[src/jack_pkg.sv]
package jack_pkg;

	// ----------------------------------------------------------------------
	// Register offsets (byte addresses on the control port)
	// ----------------------------------------------------------------------
	localparam logic [7:0] ADDR_CLOCK_CFG = 8'h19; // Detection clock period
	localparam logic [7:0] ADDR_DETECT_CTRL = 8'h1A; // Detection enable
	localparam logic [7:0] ADDR_DEBOUNCE = 8'h1B; // Debounce settings
	localparam logic [7:0] ADDR_JACK_STATUS = 8'h1C; // Jack and headset type
	localparam logic [7:0] ADDR_ACTIVITY = 8'h1E; // Activity detect setup
	localparam logic [7:0] ADDR_TONE = 8'h1F; // Tone generator setup
	localparam logic [7:0] ADDR_IRQ_STATUS = 8'h30; // Sticky events
	localparam logic [7:0] ADDR_IRQ_MASK = 8'h31; // Event mask

	// ----------------------------------------------------------------------
	// Reset values and writable bit masks
	// ----------------------------------------------------------------------
	localparam logic [7:0] RST_CLOCK_CFG = 8'h00;
	localparam logic [7:0] RST_DETECT_CTRL = 8'h00;
	localparam logic [7:0] RST_DEBOUNCE = 8'h00;
	localparam logic [7:0] RST_ACTIVITY = 8'h20;
	localparam logic [7:0] RST_TONE = 8'h80;
	localparam logic [7:0] RST_IRQ = 8'h00;
	localparam logic [7:0] WMASK_CLOCK_CFG = 8'h06;
	localparam logic [7:0] WMASK_DETECT_CTRL = 8'h02;
	localparam logic [7:0] WMASK_DEBOUNCE = 8'h7F;
	localparam logic [7:0] WMASK_ACTIVITY = 8'hFA;
	localparam logic [7:0] WMASK_TONE = 8'hC0;
	localparam logic [7:0] WMASK_IRQ = 8'h1F;

	// ----------------------------------------------------------------------
	// Field positions
	// ----------------------------------------------------------------------
	localparam int DETECT_EN_BIT = 1; // Headset detection enable
	localparam int CLK_SEL_LSB = 1; // Detection period select, two bits
	localparam int IRQ_INSERT = 0; // Jack inserted
	localparam int IRQ_REMOVE = 1; // Jack removed
	localparam int IRQ_HOOK = 2; // Hook button pressed
	localparam int IRQ_KIND = 3; // Headset type changed
	localparam int IRQ_ACTIVITY = 4; // Activity seen
	localparam int IRQ_BITS = 5;

	// ----------------------------------------------------------------------
	// Timing and counts
	// ----------------------------------------------------------------------
	localparam int CORE_CLK_HZ = 10_000_000; // Core clock rate
	localparam int DETECT_BASE_MS = 1; // Shortest detection period
	localparam int MS_CYCLES = CORE_CLK_HZ / 1000 * DETECT_BASE_MS;
	localparam logic [9:0] INSERT_BASE_MS = 10'h010; // 16 ms at code 0
	localparam logic [2:0] INSERT_MAX_CODE = 3'h5; // 512 ms
	localparam logic [2:0] INSERT_NONE_CODE = 3'h7; // No debounce
	localparam logic [1:0] PHONE_DEB_COUNT = 2'h3;
	localparam logic [9:0] REMOVAL_COUNT_SLOW = 10'h005;
	localparam logic [9:0] REMOVAL_COUNT_FAST = 10'h003;
	localparam logic [1:0] HOOK_MIN_COUNT_CODE = 2'h2;
	localparam logic [1:0] DET_PERIOD_1MS = 2'h0;
	localparam logic [1:0] DET_PERIOD_2MS = 2'h1;

	// ----------------------------------------------------------------------
	// Types
	// ----------------------------------------------------------------------
	typedef enum logic [1:0] {
		PWR_USER,
		PWR_AUTO,
		PWR_AUTO_UP,
		PWR_RESERVED
	} activity_power_mode_e;

	typedef struct packed {
		logic rsvd7;
		logic phone_detect_debounce;
		logic [2:0] insert_debounce_time;
		logic removal_debounce_count;
		logic [1:0] hook_debounce_count;
	} jack_debounce_s;

	typedef struct packed {
		activity_power_mode_e activity_power_mode;
		logic [1:0] activity_monitor_channel;
		logic dataout_irq_enable;
		logic rsvd2;
		logic detect_during_record;
		logic rsvd0;
	} activity_cfg_s;

endpackage : jack_pkg

[src/debounce_filter.sv]
`timescale 1ns/10ps
module debounce_filter #(
	parameter int W = 1,
	parameter int CW = 2
) (
	input wire logic i_clk,
	input wire logic i_rst_n,
	input wire logic i_enable,
	input wire logic i_sample,
	input wire logic [W-1:0] i_raw,
	input wire logic [CW-1:0] i_need,
	output logic [W-1:0] o_stable,
	output logic o_changed
);
	logic [W-1:0] cand; // Value now being confirmed
	logic [W-1:0] next_cand;
	logic [CW-1:0] cnt; // Consistent samples of cand so far
	logic [CW-1:0] next_cnt;
	logic [W-1:0] next_stable;
	logic next_changed;
	logic [CW-1:0] cnt_inc;

	// ----------------------------------------------------------------------
	// Confirmation counter
	// ----------------------------------------------------------------------
	// A need of zero is treated as one, so acceptance is on the next sample
	always_comb begin
		next_stable = o_stable;
		next_cand = cand;
		next_cnt = cnt;
		next_changed = 1'b0;
		cnt_inc = (i_raw == cand) ? cnt + CW'(1) : CW'(1);
		if (!i_enable) begin
			next_stable = '0;
			next_cand = '0;
			next_cnt = '0;
		end else if (i_sample) begin
			if (i_raw == o_stable) begin
				// Bounce back to the held value restarts the count
				next_cand = o_stable;
				next_cnt = '0;
			end else if (cnt_inc >= i_need) begin
				next_stable = i_raw;
				next_cand = i_raw;
				next_cnt = '0;
				next_changed = 1'b1;
			end else begin
				next_cand = i_raw;
				next_cnt = cnt_inc;
			end
		end
	end

	always_ff @(posedge i_clk) begin
		if (!i_rst_n) begin
			o_stable <= '0;
			cand <= '0;
			cnt <= '0;
			o_changed <= 1'b0;
		end else begin
			o_stable <= next_stable;
			cand <= next_cand;
			cnt <= next_cnt;
			o_changed <= next_changed;
		end
	end

	property p_update_on_sample;
		@(posedge i_clk) disable iff (!i_rst_n)
		(o_stable != $past(o_stable) && $past(i_enable)) |-> $past(i_sample);
	endproperty
	a_update_on_sample: assert property (p_update_on_sample) else $error("stable moved off sample");

	property p_no_early_accept;
		@(posedge i_clk) disable iff (!i_rst_n)
		(i_enable && i_sample && i_raw != o_stable && cnt_inc < i_need) |=>
			(o_stable == $past(o_stable));
	endproperty
	a_no_early_accept: assert property (p_no_early_accept) else $error("accepted before count");

endmodule : debounce_filter

[src/detect_tick.sv]
`timescale 1ns/10ps
module detect_tick import jack_pkg::*; #(
	parameter int MS_CYCLES_P = MS_CYCLES
) (
	input wire logic i_clk,
	input wire logic i_rst_n,
	input wire logic i_enable,
	input wire logic [1:0] i_period_sel,
	output logic o_ms_tick,
	output logic o_det_tick
);
	localparam int MSW = $clog2(MS_CYCLES_P);

	logic [MSW-1:0] ms_cnt; // Cycles within the current millisecond
	logic [MSW-1:0] next_ms_cnt;
	logic [1:0] ms_div; // Milliseconds within a detection period
	logic [1:0] next_ms_div;
	logic next_ms_tick;
	logic next_det_tick;
	logic ms_end;

	// ----------------------------------------------------------------------
	// Millisecond and detection-period enables
	// ----------------------------------------------------------------------
	// Counters rest while detection is off so the first period is whole
	always_comb begin
		ms_end = (ms_cnt == MSW'(MS_CYCLES_P - 1));
		next_ms_cnt = ms_end ? '0 : ms_cnt + MSW'(1);
		next_ms_div = ms_div;
		next_ms_tick = 1'b0;
		next_det_tick = 1'b0;
		if (!i_enable) begin
			next_ms_cnt = '0;
			next_ms_div = '0;
		end else if (ms_end) begin
			next_ms_tick = 1'b1;
			next_ms_div = ms_div + 2'h1;
			// Reserved code 3 runs at the slowest period
			unique case (i_period_sel)
				DET_PERIOD_1MS: next_det_tick = 1'b1;
				DET_PERIOD_2MS: next_det_tick = ms_div[0];
				default: next_det_tick = (ms_div == 2'h3);
			endcase
		end
	end

	always_ff @(posedge i_clk) begin
		if (!i_rst_n) begin
			ms_cnt <= '0;
			ms_div <= '0;
			o_ms_tick <= 1'b0;
			o_det_tick <= 1'b0;
		end else begin
			ms_cnt <= next_ms_cnt;
			ms_div <= next_ms_div;
			o_ms_tick <= next_ms_tick;
			o_det_tick <= next_det_tick;
		end
	end

	property p_tick_1ms;
		@(posedge i_clk) disable iff (!i_rst_n)
		(i_enable && i_period_sel == DET_PERIOD_1MS && $past(i_enable) &&
			$past(i_period_sel) == DET_PERIOD_1MS) |-> (o_det_tick == o_ms_tick);
	endproperty
	a_tick_1ms: assert property (p_tick_1ms) else $error("1 ms period tick mismatch");

endmodule : detect_tick

[src/jack_detect_and_activity_cfg.sv]
// The address-and-strobe port was left to the implementer.
`timescale 1ns/10ps
// Functional notes
// - Headphone result: immediate or three consistent detections
// - Insertion debounce 16 to 512 ms, or none
// - Removal confirmed after five or three detections
// - Hook press: none, two or three detections
// - Jack type status: none, no mic, mic
// - Headset type status: none, right, left, stereo
// - Power mode: user, auto, auto up only
// - Monitor channel select, reset selects channel two
// - Data-out pin carries interrupt when not recording
// - Detection while recording only when enabled
// - Tone generator output channel select
// - Headset detection runs only while enable bit set
// - Detection period 1, 2 or 4 ms
module jack_detect_and_activity_cfg import jack_pkg::*; #(
	parameter int MS_CYCLES_P = MS_CYCLES
) (
	input wire logic I_CORE_CLK,
	input wire logic I_RST_N,
	input wire logic [7:0] I_ADDR,
	input wire logic [7:0] I_WR_DATA,
	input wire logic I_WR_STB,
	input wire logic I_RD_STB,
	input wire logic I_JACK_PRESENT,
	input wire logic I_MIC_PRESENT,
	input wire logic [1:0] I_HEADSET_KIND,
	input wire logic I_HOOK_RAW,
	input wire logic I_ACTIVITY_EVENT,
	input wire logic I_ACTIVITY_IDLE,
	input wire logic I_RECORDING,
	input wire logic I_USER_POWER_UP,
	input wire logic I_USER_POWER_DOWN,
	input wire logic I_SERIAL_DATA,
	output logic [7:0] O_RD_DATA,
	output logic [1:0] O_MONITOR_CHANNEL,
	output logic [1:0] O_TONE_CHANNEL,
	output logic O_ADC_POWER_UP,
	output logic O_HOOK_PRESSED,
	output logic O_DOUT,
	output logic O_DOUT_OE,
	output logic O_IRQ
);

	// ----------------------------------------------------------------------
	// Pin synchronisers
	// ----------------------------------------------------------------------
	// Analog comparator outputs are asynchronous to the core clock
	logic [4:0] pin_meta; // First stage, read only by second stage
	logic [4:0] pin_sync; // Second stage, safe to use
	logic jack_raw;
	logic mic_raw;
	logic [1:0] kind_raw;
	logic hook_raw;

	always_ff @(posedge I_CORE_CLK) begin
		if (!I_RST_N) begin
			pin_meta <= '0;
			pin_sync <= '0;
		end else begin
			pin_meta <= {I_HOOK_RAW, I_HEADSET_KIND, I_MIC_PRESENT, I_JACK_PRESENT};
			pin_sync <= pin_meta;
		end
	end

	assign jack_raw = pin_sync[0];
	assign mic_raw = pin_sync[1];
	assign kind_raw = pin_sync[3:2];
	assign hook_raw = pin_sync[4];

	// ----------------------------------------------------------------------
	// Register state
	// ----------------------------------------------------------------------
	logic [7:0] clock_cfg; // Detection period select
	logic [7:0] detect_ctrl; // Detection enable
	jack_debounce_s debounce; // Debounce settings
	activity_cfg_s activity; // Activity detect setup
	logic [7:0] tone; // Tone generator setup
	logic [IRQ_BITS-1:0] irq_status; // Sticky events
	logic [IRQ_BITS-1:0] irq_mask; // Event enables
	logic [7:0] next_clock_cfg;
	logic [7:0] next_detect_ctrl;
	jack_debounce_s next_debounce;
	activity_cfg_s next_activity;
	logic [7:0] next_tone;
	logic [IRQ_BITS-1:0] next_irq_status;
	logic [IRQ_BITS-1:0] next_irq_mask;
	logic [7:0] next_rd_data;
	logic [7:0] jack_status; // Live jack and headset type
	logic [IRQ_BITS-1:0] events; // One-cycle event pulses

	// ----------------------------------------------------------------------
	// Detection blocks
	// ----------------------------------------------------------------------
	logic detect_en; // Headset detection enabled
	logic ms_tick;
	logic det_tick;
	logic inserted; // Debounced jack presence
	logic jack_changed;
	logic [9:0] jack_need;
	logic jack_sample;
	logic [2:0] phone_stable; // {mic, headset kind}
	logic phone_changed;
	logic [1:0] phone_need;
	logic hook_stable;
	logic hook_changed;
	logic [1:0] hook_need;
	logic [1:0] jack_type;
	logic [2:0] insert_code;

	assign detect_en = detect_ctrl[DETECT_EN_BIT];

	detect_tick #(
		.MS_CYCLES_P(MS_CYCLES_P)
	) u_tick (
		.i_clk(I_CORE_CLK),
		.i_rst_n(I_RST_N),
		.i_enable(detect_en),
		.i_period_sel(clock_cfg[CLK_SEL_LSB+1:CLK_SEL_LSB]),
		.o_ms_tick(ms_tick),
		.o_det_tick(det_tick)
	);

	// Insertion is timed in milliseconds, removal counted in detections.
	// Reserved code 6 falls back to the longest insertion time.
	always_comb begin
		insert_code = debounce.insert_debounce_time;
		if (insert_code > INSERT_MAX_CODE && insert_code != INSERT_NONE_CODE) begin
			insert_code = INSERT_MAX_CODE;
		end
		if (inserted) begin
			jack_sample = det_tick;
			jack_need = debounce.removal_debounce_count ? REMOVAL_COUNT_FAST
				: REMOVAL_COUNT_SLOW;
		end else if (insert_code == INSERT_NONE_CODE) begin
			jack_sample = det_tick;
			jack_need = 10'h001;
		end else begin
			jack_sample = ms_tick;
			jack_need = INSERT_BASE_MS << insert_code;
		end
	end

	debounce_filter #(
		.W(1),
		.CW(10)
	) u_jack (
		.i_clk(I_CORE_CLK),
		.i_rst_n(I_RST_N),
		.i_enable(detect_en),
		.i_sample(jack_sample),
		.i_raw(jack_raw),
		.i_need(jack_need),
		.o_stable(inserted),
		.o_changed(jack_changed)
	);

	assign phone_need = debounce.phone_detect_debounce ? PHONE_DEB_COUNT : 2'h1;

	debounce_filter #(
		.W(3),
		.CW(2)
	) u_phone (
		.i_clk(I_CORE_CLK),
		.i_rst_n(I_RST_N),
		.i_enable(detect_en && inserted),
		.i_sample(det_tick),
		.i_raw({mic_raw, kind_raw}),
		.i_need(phone_need),
		.o_stable(phone_stable),
		.o_changed(phone_changed)
	);

	// Codes 0 and 1 both mean accept on the first detection
	assign hook_need = (debounce.hook_debounce_count < HOOK_MIN_COUNT_CODE) ? 2'h1
		: debounce.hook_debounce_count;

	debounce_filter #(
		.W(1),
		.CW(2)
	) u_hook (
		.i_clk(I_CORE_CLK),
		.i_rst_n(I_RST_N),
		.i_enable(detect_en && inserted && phone_stable[2]),
		.i_sample(det_tick),
		.i_raw(hook_raw),
		.i_need(hook_need),
		.o_stable(hook_stable),
		.o_changed(hook_changed)
	);

	// Code 2 of the jack type is never produced
	assign jack_type = !inserted ? 2'h0 : (phone_stable[2] ? 2'h3 : 2'h1);
	assign jack_status = {jack_type, phone_stable[1:0], 4'h0};
	assign O_HOOK_PRESSED = hook_stable;

	// ----------------------------------------------------------------------
	// Activity detection and converter power
	// ----------------------------------------------------------------------
	logic activity_ok; // Activity allowed to count right now
	logic idle_ok;
	logic adc_on;
	logic next_adc_on;

	assign activity_ok = I_ACTIVITY_EVENT && (!I_RECORDING || activity.detect_during_record);
	assign idle_ok = I_ACTIVITY_IDLE && (!I_RECORDING || activity.detect_during_record);

	// Reserved mode holds the present power state
	always_comb begin
		next_adc_on = adc_on;
		unique case (activity.activity_power_mode)
			PWR_USER: begin
				if (I_USER_POWER_UP) next_adc_on = 1'b1;
				else if (I_USER_POWER_DOWN) next_adc_on = 1'b0;
			end
			PWR_AUTO: begin
				if (activity_ok) next_adc_on = 1'b1;
				else if (idle_ok) next_adc_on = 1'b0;
			end
			PWR_AUTO_UP: begin
				if (activity_ok) next_adc_on = 1'b1;
				else if (I_USER_POWER_DOWN) next_adc_on = 1'b0;
			end
			PWR_RESERVED: next_adc_on = adc_on;
		endcase
	end

	// ----------------------------------------------------------------------
	// Register writes, reads and interrupt status
	// ----------------------------------------------------------------------
	assign events[IRQ_INSERT] = jack_changed && inserted;
	assign events[IRQ_REMOVE] = jack_changed && !inserted;
	assign events[IRQ_HOOK] = hook_changed && hook_stable;
	assign events[IRQ_KIND] = phone_changed;
	assign events[IRQ_ACTIVITY] = activity_ok;

	// Reserved positions are masked on write so they always read zero
	always_comb begin
		next_clock_cfg = clock_cfg;
		next_detect_ctrl = detect_ctrl;
		next_debounce = debounce;
		next_activity = activity;
		next_tone = tone;
		next_irq_mask = irq_mask;
		next_irq_status = irq_status;
		next_rd_data = 8'h00;
		if (I_WR_STB) begin
			unique case (I_ADDR)
				ADDR_CLOCK_CFG: next_clock_cfg = I_WR_DATA & WMASK_CLOCK_CFG;
				ADDR_DETECT_CTRL: next_detect_ctrl = I_WR_DATA & WMASK_DETECT_CTRL;
				ADDR_DEBOUNCE: next_debounce = I_WR_DATA & WMASK_DEBOUNCE;
				ADDR_ACTIVITY: next_activity = I_WR_DATA & WMASK_ACTIVITY;
				ADDR_TONE: next_tone = I_WR_DATA & WMASK_TONE;
				ADDR_IRQ_MASK: next_irq_mask = I_WR_DATA[IRQ_BITS-1:0];
				default: next_tone = tone;
			endcase
		end
		if (I_RD_STB) begin
			unique case (I_ADDR)
				ADDR_CLOCK_CFG: next_rd_data = clock_cfg;
				ADDR_DETECT_CTRL: next_rd_data = detect_ctrl;
				ADDR_DEBOUNCE: next_rd_data = debounce;
				ADDR_JACK_STATUS: next_rd_data = jack_status;
				ADDR_ACTIVITY: next_rd_data = activity;
				ADDR_TONE: next_rd_data = tone;
				ADDR_IRQ_STATUS: begin
					next_rd_data = {3'h0, irq_status};
					next_irq_status = '0;
				end
				ADDR_IRQ_MASK: next_rd_data = {3'h0, irq_mask};
				default: next_rd_data = 8'h00;
			endcase
		end
		// Events set after the read clear so a same-cycle event survives
		next_irq_status = next_irq_status | events;
	end

	always_ff @(posedge I_CORE_CLK) begin
		if (!I_RST_N) begin
			clock_cfg <= RST_CLOCK_CFG;
			detect_ctrl <= RST_DETECT_CTRL;
			debounce <= RST_DEBOUNCE;
			activity <= RST_ACTIVITY;
			tone <= RST_TONE;
			irq_mask <= RST_IRQ[IRQ_BITS-1:0];
			irq_status <= RST_IRQ[IRQ_BITS-1:0];
			O_RD_DATA <= 8'h00;
			adc_on <= 1'b0;
		end else begin
			clock_cfg <= next_clock_cfg;
			detect_ctrl <= next_detect_ctrl;
			debounce <= next_debounce;
			activity <= next_activity;
			tone <= next_tone;
			irq_mask <= next_irq_mask;
			irq_status <= next_irq_status;
			O_RD_DATA <= next_rd_data;
			adc_on <= next_adc_on;
		end
	end

	assign O_IRQ = |(irq_status & irq_mask);
	assign O_MONITOR_CHANNEL = activity.activity_monitor_channel;
	assign O_TONE_CHANNEL = tone[7:6];
	assign O_ADC_POWER_UP = adc_on;

	// ----------------------------------------------------------------------
	// Serial data-out pin
	// ----------------------------------------------------------------------
	// Recording always owns the pin; the interrupt only borrows it when idle
	logic next_dout;
	logic next_dout_oe;

	always_comb begin
		if (I_RECORDING) begin
			next_dout = I_SERIAL_DATA;
			next_dout_oe = 1'b1;
		end else begin
			next_dout = activity.dataout_irq_enable && O_IRQ;
			next_dout_oe = activity.dataout_irq_enable;
		end
	end

	always_ff @(posedge I_CORE_CLK) begin
		if (!I_RST_N) begin
			O_DOUT <= 1'b0;
			O_DOUT_OE <= 1'b0;
		end else begin
			O_DOUT <= next_dout;
			O_DOUT_OE <= next_dout_oe;
		end
	end

	// ----------------------------------------------------------------------
	// Checks
	// ----------------------------------------------------------------------
	property p_phone_nodeb;
		@(posedge I_CORE_CLK) disable iff (!I_RST_N)
		(!debounce.phone_detect_debounce && detect_en && inserted && det_tick &&
			$past(detect_en)) |=> (phone_stable == $past({mic_raw, kind_raw}));
	endproperty
	a_phone_nodeb: assert property (p_phone_nodeb) else $error("no-debounce result late");

	// Removal is counted in detection ticks, five of them with the bit clear
	property p_removal_slow;
		@(posedge I_CORE_CLK) disable iff (!I_RST_N)
		(inserted && !debounce.removal_debounce_count) |->
			(jack_need == REMOVAL_COUNT_SLOW && jack_sample == det_tick);
	endproperty
	a_removal_slow: assert property (p_removal_slow) else $error("removal count not five");

	property p_type_legal;
		@(posedge I_CORE_CLK) disable iff (!I_RST_N)
		jack_type != 2'h2;
	endproperty
	a_type_legal: assert property (p_type_legal) else $error("reserved jack type shown");

	property p_kind_removed;
		@(posedge I_CORE_CLK) disable iff (!I_RST_N)
		(!inserted && $past(!inserted)) |-> (phone_stable[1:0] == 2'h0);
	endproperty
	a_kind_removed: assert property (p_kind_removed) else $error("kind without jack");

	property p_auto_up;
		@(posedge I_CORE_CLK) disable iff (!I_RST_N)
		(activity.activity_power_mode == PWR_AUTO && activity_ok) |=> O_ADC_POWER_UP;
	endproperty
	a_auto_up: assert property (p_auto_up) else $error("auto power-up missed");

	property p_monitor_write;
		@(posedge I_CORE_CLK) disable iff (!I_RST_N)
		(I_WR_STB && I_ADDR == ADDR_ACTIVITY) |=> (O_MONITOR_CHANNEL == $past(I_WR_DATA[5:4]));
	endproperty
	a_monitor_write: assert property (p_monitor_write) else $error("monitor channel not taken");

	property p_dout_quiet;
		@(posedge I_CORE_CLK) disable iff (!I_RST_N)
		($past(!I_RECORDING) && $past(!activity.dataout_irq_enable)) |-> (!O_DOUT && !O_DOUT_OE);
	endproperty
	a_dout_quiet: assert property (p_dout_quiet) else $error("data-out driven without enable");

	property p_record_block;
		@(posedge I_CORE_CLK) disable iff (!I_RST_N)
		(I_RECORDING && !activity.detect_during_record && !irq_status[IRQ_ACTIVITY]) |=>
			!irq_status[IRQ_ACTIVITY];
	endproperty
	a_record_block: assert property (p_record_block) else $error("activity while recording");

	property p_tone_write;
		@(posedge I_CORE_CLK) disable iff (!I_RST_N)
		(I_WR_STB && I_ADDR == ADDR_TONE) |=> (O_TONE_CHANNEL == $past(I_WR_DATA[7:6]));
	endproperty
	a_tone_write: assert property (p_tone_write) else $error("tone channel not taken");

	property p_status_reserved;
		@(posedge I_CORE_CLK) disable iff (!I_RST_N)
		(I_RD_STB && I_ADDR == ADDR_JACK_STATUS) |=> (O_RD_DATA[3:0] == 4'h0);
	endproperty
	a_status_reserved: assert property (p_status_reserved) else $error("reserved bits nonzero");

	property p_disable_clears;
		@(posedge I_CORE_CLK) disable iff (!I_RST_N)
		!detect_en |=> (!inserted && !hook_stable);
	endproperty
	a_disable_clears: assert property (p_disable_clears) else $error("detection ran disabled");


endmodule : jack_detect_and_activity_cfg

[config.mk]
export PLATFORM = sky130hd
export DESIGN_NAME = jack_detect_and_activity_cfg
export DESIGN_NICKNAME = d
export VERILOG_FILES = /design/src/jack_pkg.sv /design/src/debounce_filter.sv /design/src/detect_tick.sv /design/src/jack_detect_and_activity_cfg.sv
export SDC_FILE = /design/constraint.sdc
export NUM_CORES = 1
export LEC_CHECK = 0
export BUFFER_PORTS_ARGS = -buffer_cell sky130_fd_sc_hd__buf_4
export CAP_MARGIN = 40
export CORE_MARGIN = 3
export CORE_UTILIZATION = 34
export CTS_CLUSTER_DIAMETER = 80
export DETAILED_ROUTE_END_ITERATION = 8
export PLACE_DENSITY_LB_ADDON = 0.2
export SYNTH_ARGS = -nofsm -noshare
export SYNTH_HDL_FRONTEND = slang
export SYNTH_SLANG_ARGS = --single-unit
[constraint.sdc]
create_clock -name I_CORE_CLK -period 2.7 [get_ports I_CORE_CLK]
set_input_delay 0.27 -clock I_CORE_CLK [delete_from_list [all_inputs] [get_ports I_CORE_CLK]]
set_output_delay 0.27 -clock I_CORE_CLK [all_outputs]
set_load 0.01 [all_outputs]
# Yosys cells after proc, flatten, opt, wreduce, memory -nomap -nowiden

Cells that the tools add are included.

Register bits: 94
Input port bits: 31
Output and inout port bits: 17
Logic and storage cells: 153

Add/sub/neg operators: 5
Order comparisons: 5
Equal/unequal tests: 23
Shifts and indexed selects: 1
Muxes and demuxes: 38
Bitwise operators: 12
Reduce and logical (&&, ||, !) cells: 34

Operator list:

| kind                  | number |
|---|---|
| $pmux 8 s8            | 1 |
| $mux 10               | 5 |
| $eq 8x5->1 const B    | 6 |
| $reduce_and 2->1      | 11 |
| $mux 2                | 10 |
| $eq 8x6->1 const B    | 2 |
| $mux 1                | 15 |
| $add 14x1->14 const B | 1 |
| $eq 14x14->1 const B  | 1 |
| $reduce_and 3->1      | 4 |
| $reduce_or 4->1       | 3 |
| $add 10x1->10 const B | 1 |
| $ge 10x10->1          | 1 |
| $mux 5                | 2 |
| $not 1->1             | 10 |
| $shl 5x3->10 const A  | 1 |
| $logic_and 1x1->1     | 9 |
| $mux 3                | 3 |
| $add 2x1->2 const B   | 3 |
| $eq 2x2->1 const B    | 3 |
| $eq 3x3->1            | 2 |
| $ne 3x3->1 const B    | 2 |
| $and 5x5->5           | 1 |
| $or 5x5->5            | 1 |
| 13 further kinds      | 20 |

# Logic depth before layout (Yosys ltp)

Word-level depth: 9
Mapped depth: 13
Mapped depth without buffers: 12

# Cells and area by module

From an unflattened synthesis, not the netlist that was laid out.

Cell total of the unflattened synthesis: 529
Area total of the unflattened synthesis: 4815.9 um^2

Modules (own cells, without submodules):

| module                       | instances | cells each | area an instance (um^2) | seq. area each (um^2) |
|---|---|---|---|---|
| jack_detect_and_activity_cfg | 1         | 242        | 2316.0                  | 980.9 |
| debounce_filter at u_jack    | 1         | 119        | 975.9                   | 260.2 |
| detect_tick                  | 1         | 83         | 758.2                   | 360.3 |
| debounce_filter at u_phone   | 1         | 52         | 462.9                   | 180.2 |
| debounce_filter at u_hook    | 1         | 33         | 302.8                   | 100.1 |

# Worst setup path after synthesis

No wires, ideal clock.

Kind: flip-flop to flip-flop
Start point: register u_jack.cnt[0]
End point: register u_jack.o_changed
Setup time: 0.065 ns
Arrival: 2.223 ns
Data required time: 2.635 ns
Setup slack: 0.411 ns
Stages on the path, launching flop included: 14
Path buffers: 1
Clock period less this slack: 2.289 ns
Cells stage by stage: dfxtp_1 ha_1 nand3_1 nor2_1 xnor2_1 nand2b_1 inv_1 ha_1 nand4_1 nor3_1 nand2_1 nand3_1 clkbuf_1 nor2b_1

Word-level cells in the longest chain between the ends: 4

Ends and longest elaborated chain:

| what                     | RTL line              | text |
|---|---|---|
| start: declaration       | debounce_filter.sv:17 | `logic [CW-1:0] cnt;` |
| start signal: assignment | debounce_filter.sv:63 | `cnt <= next_cnt;` |
| $add 10x1->10            | debounce_filter.sv:32 | `cnt_inc = (i_raw == cand) ? cnt + CW'(1) : CW'(1);` |
| $mux 10                  | debounce_filter.sv:32 |  |
| $ge 10x10->1             | debounce_filter.sv:42 | `end else if (cnt_inc >= i_need) begin` |
| $mux 1                   | debounce_filter.sv:42 |  |
| end signal: assignment   | debounce_filter.sv:64 | `o_changed <= next_changed;` |
| end: declaration         | debounce_filter.sv:13 | `output logic o_changed` |

No other way between the ends.
A chain may end at the register's enable or synchronous reset.

# Worst setup path in the final report

Start point: register u_jack.cnt[1]
End point: register u_jack.cnt[4]

Word-level cells in the longest chain between the ends: 5

Ends and longest elaborated chain:

| what              | RTL line              | text |
|---|---|---|
| $add 10x1->10 (*) | debounce_filter.sv:32 |  |
| $mux 10 (*)       | debounce_filter.sv:32 |  |
| $ge 10x10->1      | debounce_filter.sv:42 |  |
| $mux 10 (*)       | debounce_filter.sv:42 |  |
| $mux 10 (*)       | debounce_filter.sv:38 | `if (i_raw == o_stable) begin` |

Every way passes the cells marked *; elsewhere a longest branch is shown, timed or not.

==> impl_results.md <==
* Status: finished, final reports clean
* Post-Route Skew at 0.00823 ns
* Post-synth EDFFs at 0
* Port Buffers at 47
* First-pass detailed-route iteration total at 5
* Internal at ~2.2 mW
* Fin. max-slew vios at 0
* Worst setup path start: u_jack.cnt[1]
* Syn nets at around 550
* P_leak at 2.10 nW
* Wirelength, routed at ~10000 um
* Worst-case reg-to-reg path depth at 13
* CP max-delay cell: dfxtp_1
* Post-synth top area share at 41.5%
* Final core utilization at 41.8%
* Routed len/inst at approximately 14 um
* Register area at about 0.0019 sq mm
* Number of global-route vias before repair at between 3000 and 4000
* Largest net degree at the start of global routing at 35
* CP Max Fanout at 11
* Share of total power in sequential cells at 50.1%
* Die Wd at 121 um
* Clk root buf: clkbuf_16
* Initial Util at 35.3%
* Reg2reg end: u_jack.cnt[4]
* Final nets at 591
* Crit path capture: u_jack.cnt[4]
* Total die area at 0.0148 sq mm
* Final min period at 2.46 ns
* Layout area overhead at 18.3%
* Setup crit start kind: register
* Layout cells sized above 1 at 15.2%
* RSZ-0062 raised after global routing: yes
* Max-Cap Viols at 0
* Initial DRC count at 206
* Pwr/cell area at 522 mW/mm^2
* Stages on the worst setup path at 13
* Clock power share at 45.8%
* YS warnings at 0
* Crit Path Category: reg2reg
* Total CTS buffers at 9
* N_diodes at 0
* Ys async rst share at 0%
* Worst Tran Pin Value at 0.725 ns
* Clock slew seen by the registers of the worst setup and hold paths at 0.06 ns
* Total gr overflow at 0
* Comb pwr share at approximately 4%
* CP Capture Type: register
* Via-to-Cell Ratio at 4.92
* All-Layer GR Usage at 14.1%
* Setup bufs post-CTS at 0
* Ports at 48
* Register bit total from synthesis at 94
* Worst hold path type: in2reg
* Count leader, synth: dfxtp_1
* Commonest cells in the netlist: dfxtp_1, nor2_1, nand2_1, nor2b_1, mux2i_1
* Global-route wire length before repair at about 16000 um
* Crit path DAT at around 2.7 ns
* DP HPWL at 7420 um
* Peak VDD IR at 0.333 mV
* Flop2flop setup slack at 0.24 ns
* Post-route DRC at 0
* Worst path max stage delay at 0.37 ns
* Syn Area/Cell at 9.14 sq um
* CORE AREA at 0.0128 sq mm
* CTS tree: yes
* Fin crit share at 91.1%
* Total power at 2.80 mW
* Max Fclk at just over 400 MHz
* Row cnt at 41
* Multi-input logic area at 0.00249 sq mm
* H-Tree Level Count at 3
* Crit-path cells: ha_1, nand3_1, nor2_1, xnor2_1, nand2b_1, inv_1, ha_1, nand4_1, nor2_1, a21oi_1, nand3_1, buf_4, o41ai_1
* DR vias at ~3500
* Switching part of the total at 20.6%
* Synth cell types at 50
* Clock Path Buffers at 2
* Clk sinks at 94
* Die H at between 100 and 150 um
* Placed inst area at 0.00504 sq mm
* CP delay by family, top: simple AND/OR/NAND/NOR gates
* Sw Pwr at a little under 600 uW
* Main synth FF type: dfxtp_1
* Worst-Skew Late Latency at 0.34 ns
* Worst slew margin at 51.5%
* Final antenna-violating net count at 0
* Final-report hold violation count at 0
* CP bufs+invs at 2
* Endpoints failing setup at 0
* Top cells by area, synth: dfxtp_1, mux2i_1, ha_1, nor2b_1, nor2_1
* Synth Instances at between 400 and 500
* Post-Syn Area at ~0.0045 sq mm
* Sequential area share after synthesis at 41.5%
* Post-route cell area at 0.00536 sq mm
* Final Wtd Congestion at 0.836
* Setup TNS at 0 ns
* Worst Path Required at approximately 3 ns
* Area leader, netlist: dfxtp_1
* Worst r2r src: u_jack.cnt[1]
* Antenna violations before repair at 0
* # fillers at between 1000 and 1500
[through the flow]
step / setup slack (ns) / hold WS, ns / std cells
global route: -0.0340 / 0.122 / 718
global placement: 0.291 / 0.416 / 702
finish: 0.241 / 0.133 / 718
CTS: 0.220 / 0.120 / 718
floorplan: 0.411 / 0.395 / 496
detailed placement: 0.263 / 0.419 / 702
[worst min path at each step]
stage	start	endpoint	slack [ns]	depth (start not counted)
2_1_floorplan	I_WR_DATA[7]	tone[7]	0.40	2
3_3_place_gp	pin_meta[3]	pin_sync[3]	0.42	1
3_5_place_dp	pin_meta[0]	pin_sync[0]	0.42	1
4_1_cts	I_HEADSET_KIND[1]	pin_meta[3]	0.12	2
5_1_grt	I_JACK_PRESENT	pin_meta[0]	0.12	2
6_report	I_JACK_PRESENT	pin_meta[0]	0.13	2
[placed cells by master (no fill, tap or decap), types with 2 or more instances in the layout]
cell type   n
clkbuf_8    2
a32oi_1     2
ha_1       19
mux2i_1    34
o31ai_1     9
a21boi_0    3
nor3b_1     2
a22o_1      4
nor2_1     53
clkbuf_16   9
nor3_1      4
a22oi_1     8
and3_1      7
nand2b_1   11
inv_1      18
a21oi_1    14
o21ai_0    12
xor2_1     16
mux2_2      6
nand4_1    10
dfxtp_1    93
xnor2_1    16
nor2b_1    37
nand3b_1    2
buf_4      54
a222oi_1    2
nand3_1    23
clkbuf_1    2
nand2_1    37
and2_1     13
[what timing repair did]
item,CTS,global route
hold buffers,0,0
endpoints found under the hold margin,0,0
gates resized for setup,0,3
endpoints found under the setup margin,0,6
[layer usage]
layer | global-route usage [%] | vias up | wire (um)
met3 | 4.29 | 9 | 586
met2 | 22.8 | 79 | 4620
met4 | 3.99 | 0 | 98
met5 | 0 | - | 0
li1 | - | 1794 | -
met1 | 18.2 | 1647 | 4690
[power groups by stage]
stage / Sequential, mW / Clock, mW / Combinational [mW]
global route: 1.40 / 1.38 / 0.124
detailed placement: 1.44 / 0 / 0.113
floorplan: 1.43 / 0 / 0.0511
CTS: 1.40 / 1.33 / 0.114
finish: 1.40 / 1.28 / 0.113
global placement: 1.44 / 0 / 0.113
[logic make-up after synthesis]
family                     synth area share (%)
and+or+nand+nor                            24.1
buffers and inverters                      3.87
muxes                                      9.00
adders and majority gates                  5.25
AOI/OAI and AO/OA                          10.1
DFF                                        41.5
xor gates and xnor gates                   6.18
[sequential cells by signal, indices dropped and copies added, names as in the netlist, 4 cells and up]
| register | flops |
|---|---|
| activity | 4 |
| irq_mask | 5 |
| O_RD_DATA | 8 |
| pin_meta | 5 |
| pin_sync | 5 |
| u_tick.ms_cnt | 14 |
| u_jack.cnt | 10 |
| debounce | 7 |
| irq_status | 5 |
[worst register-to-register path, stage by stage (launching register included)]
cell      delay (ns)
dfxtp_1         0.37
ha_1            0.20
nand3_1         0.14
nor2_1          0.14
xnor2_1         0.12
nand2b_1        0.14
inv_1           0.05
ha_1            0.28
nand4_1         0.13
nor2_1          0.06
a21oi_1         0.21
nand3_1         0.10
buf_4           0.19
o41ai_1         0.22
[layout make-up]
class / count / share of cell area [%]
Multi-Input combinational cell: 364 / 46.4
Clock buffer: 13 / 4.86
Sequential cell: 94 / 35.1
Tap cell: 172 / 4.01
Clock inverter: 3 / 0.794
Timing Repair Buffer: 54 / 7.56
Inverter: 18 / 1.26
Note: power is estimated with default switching activity, not from simulation.
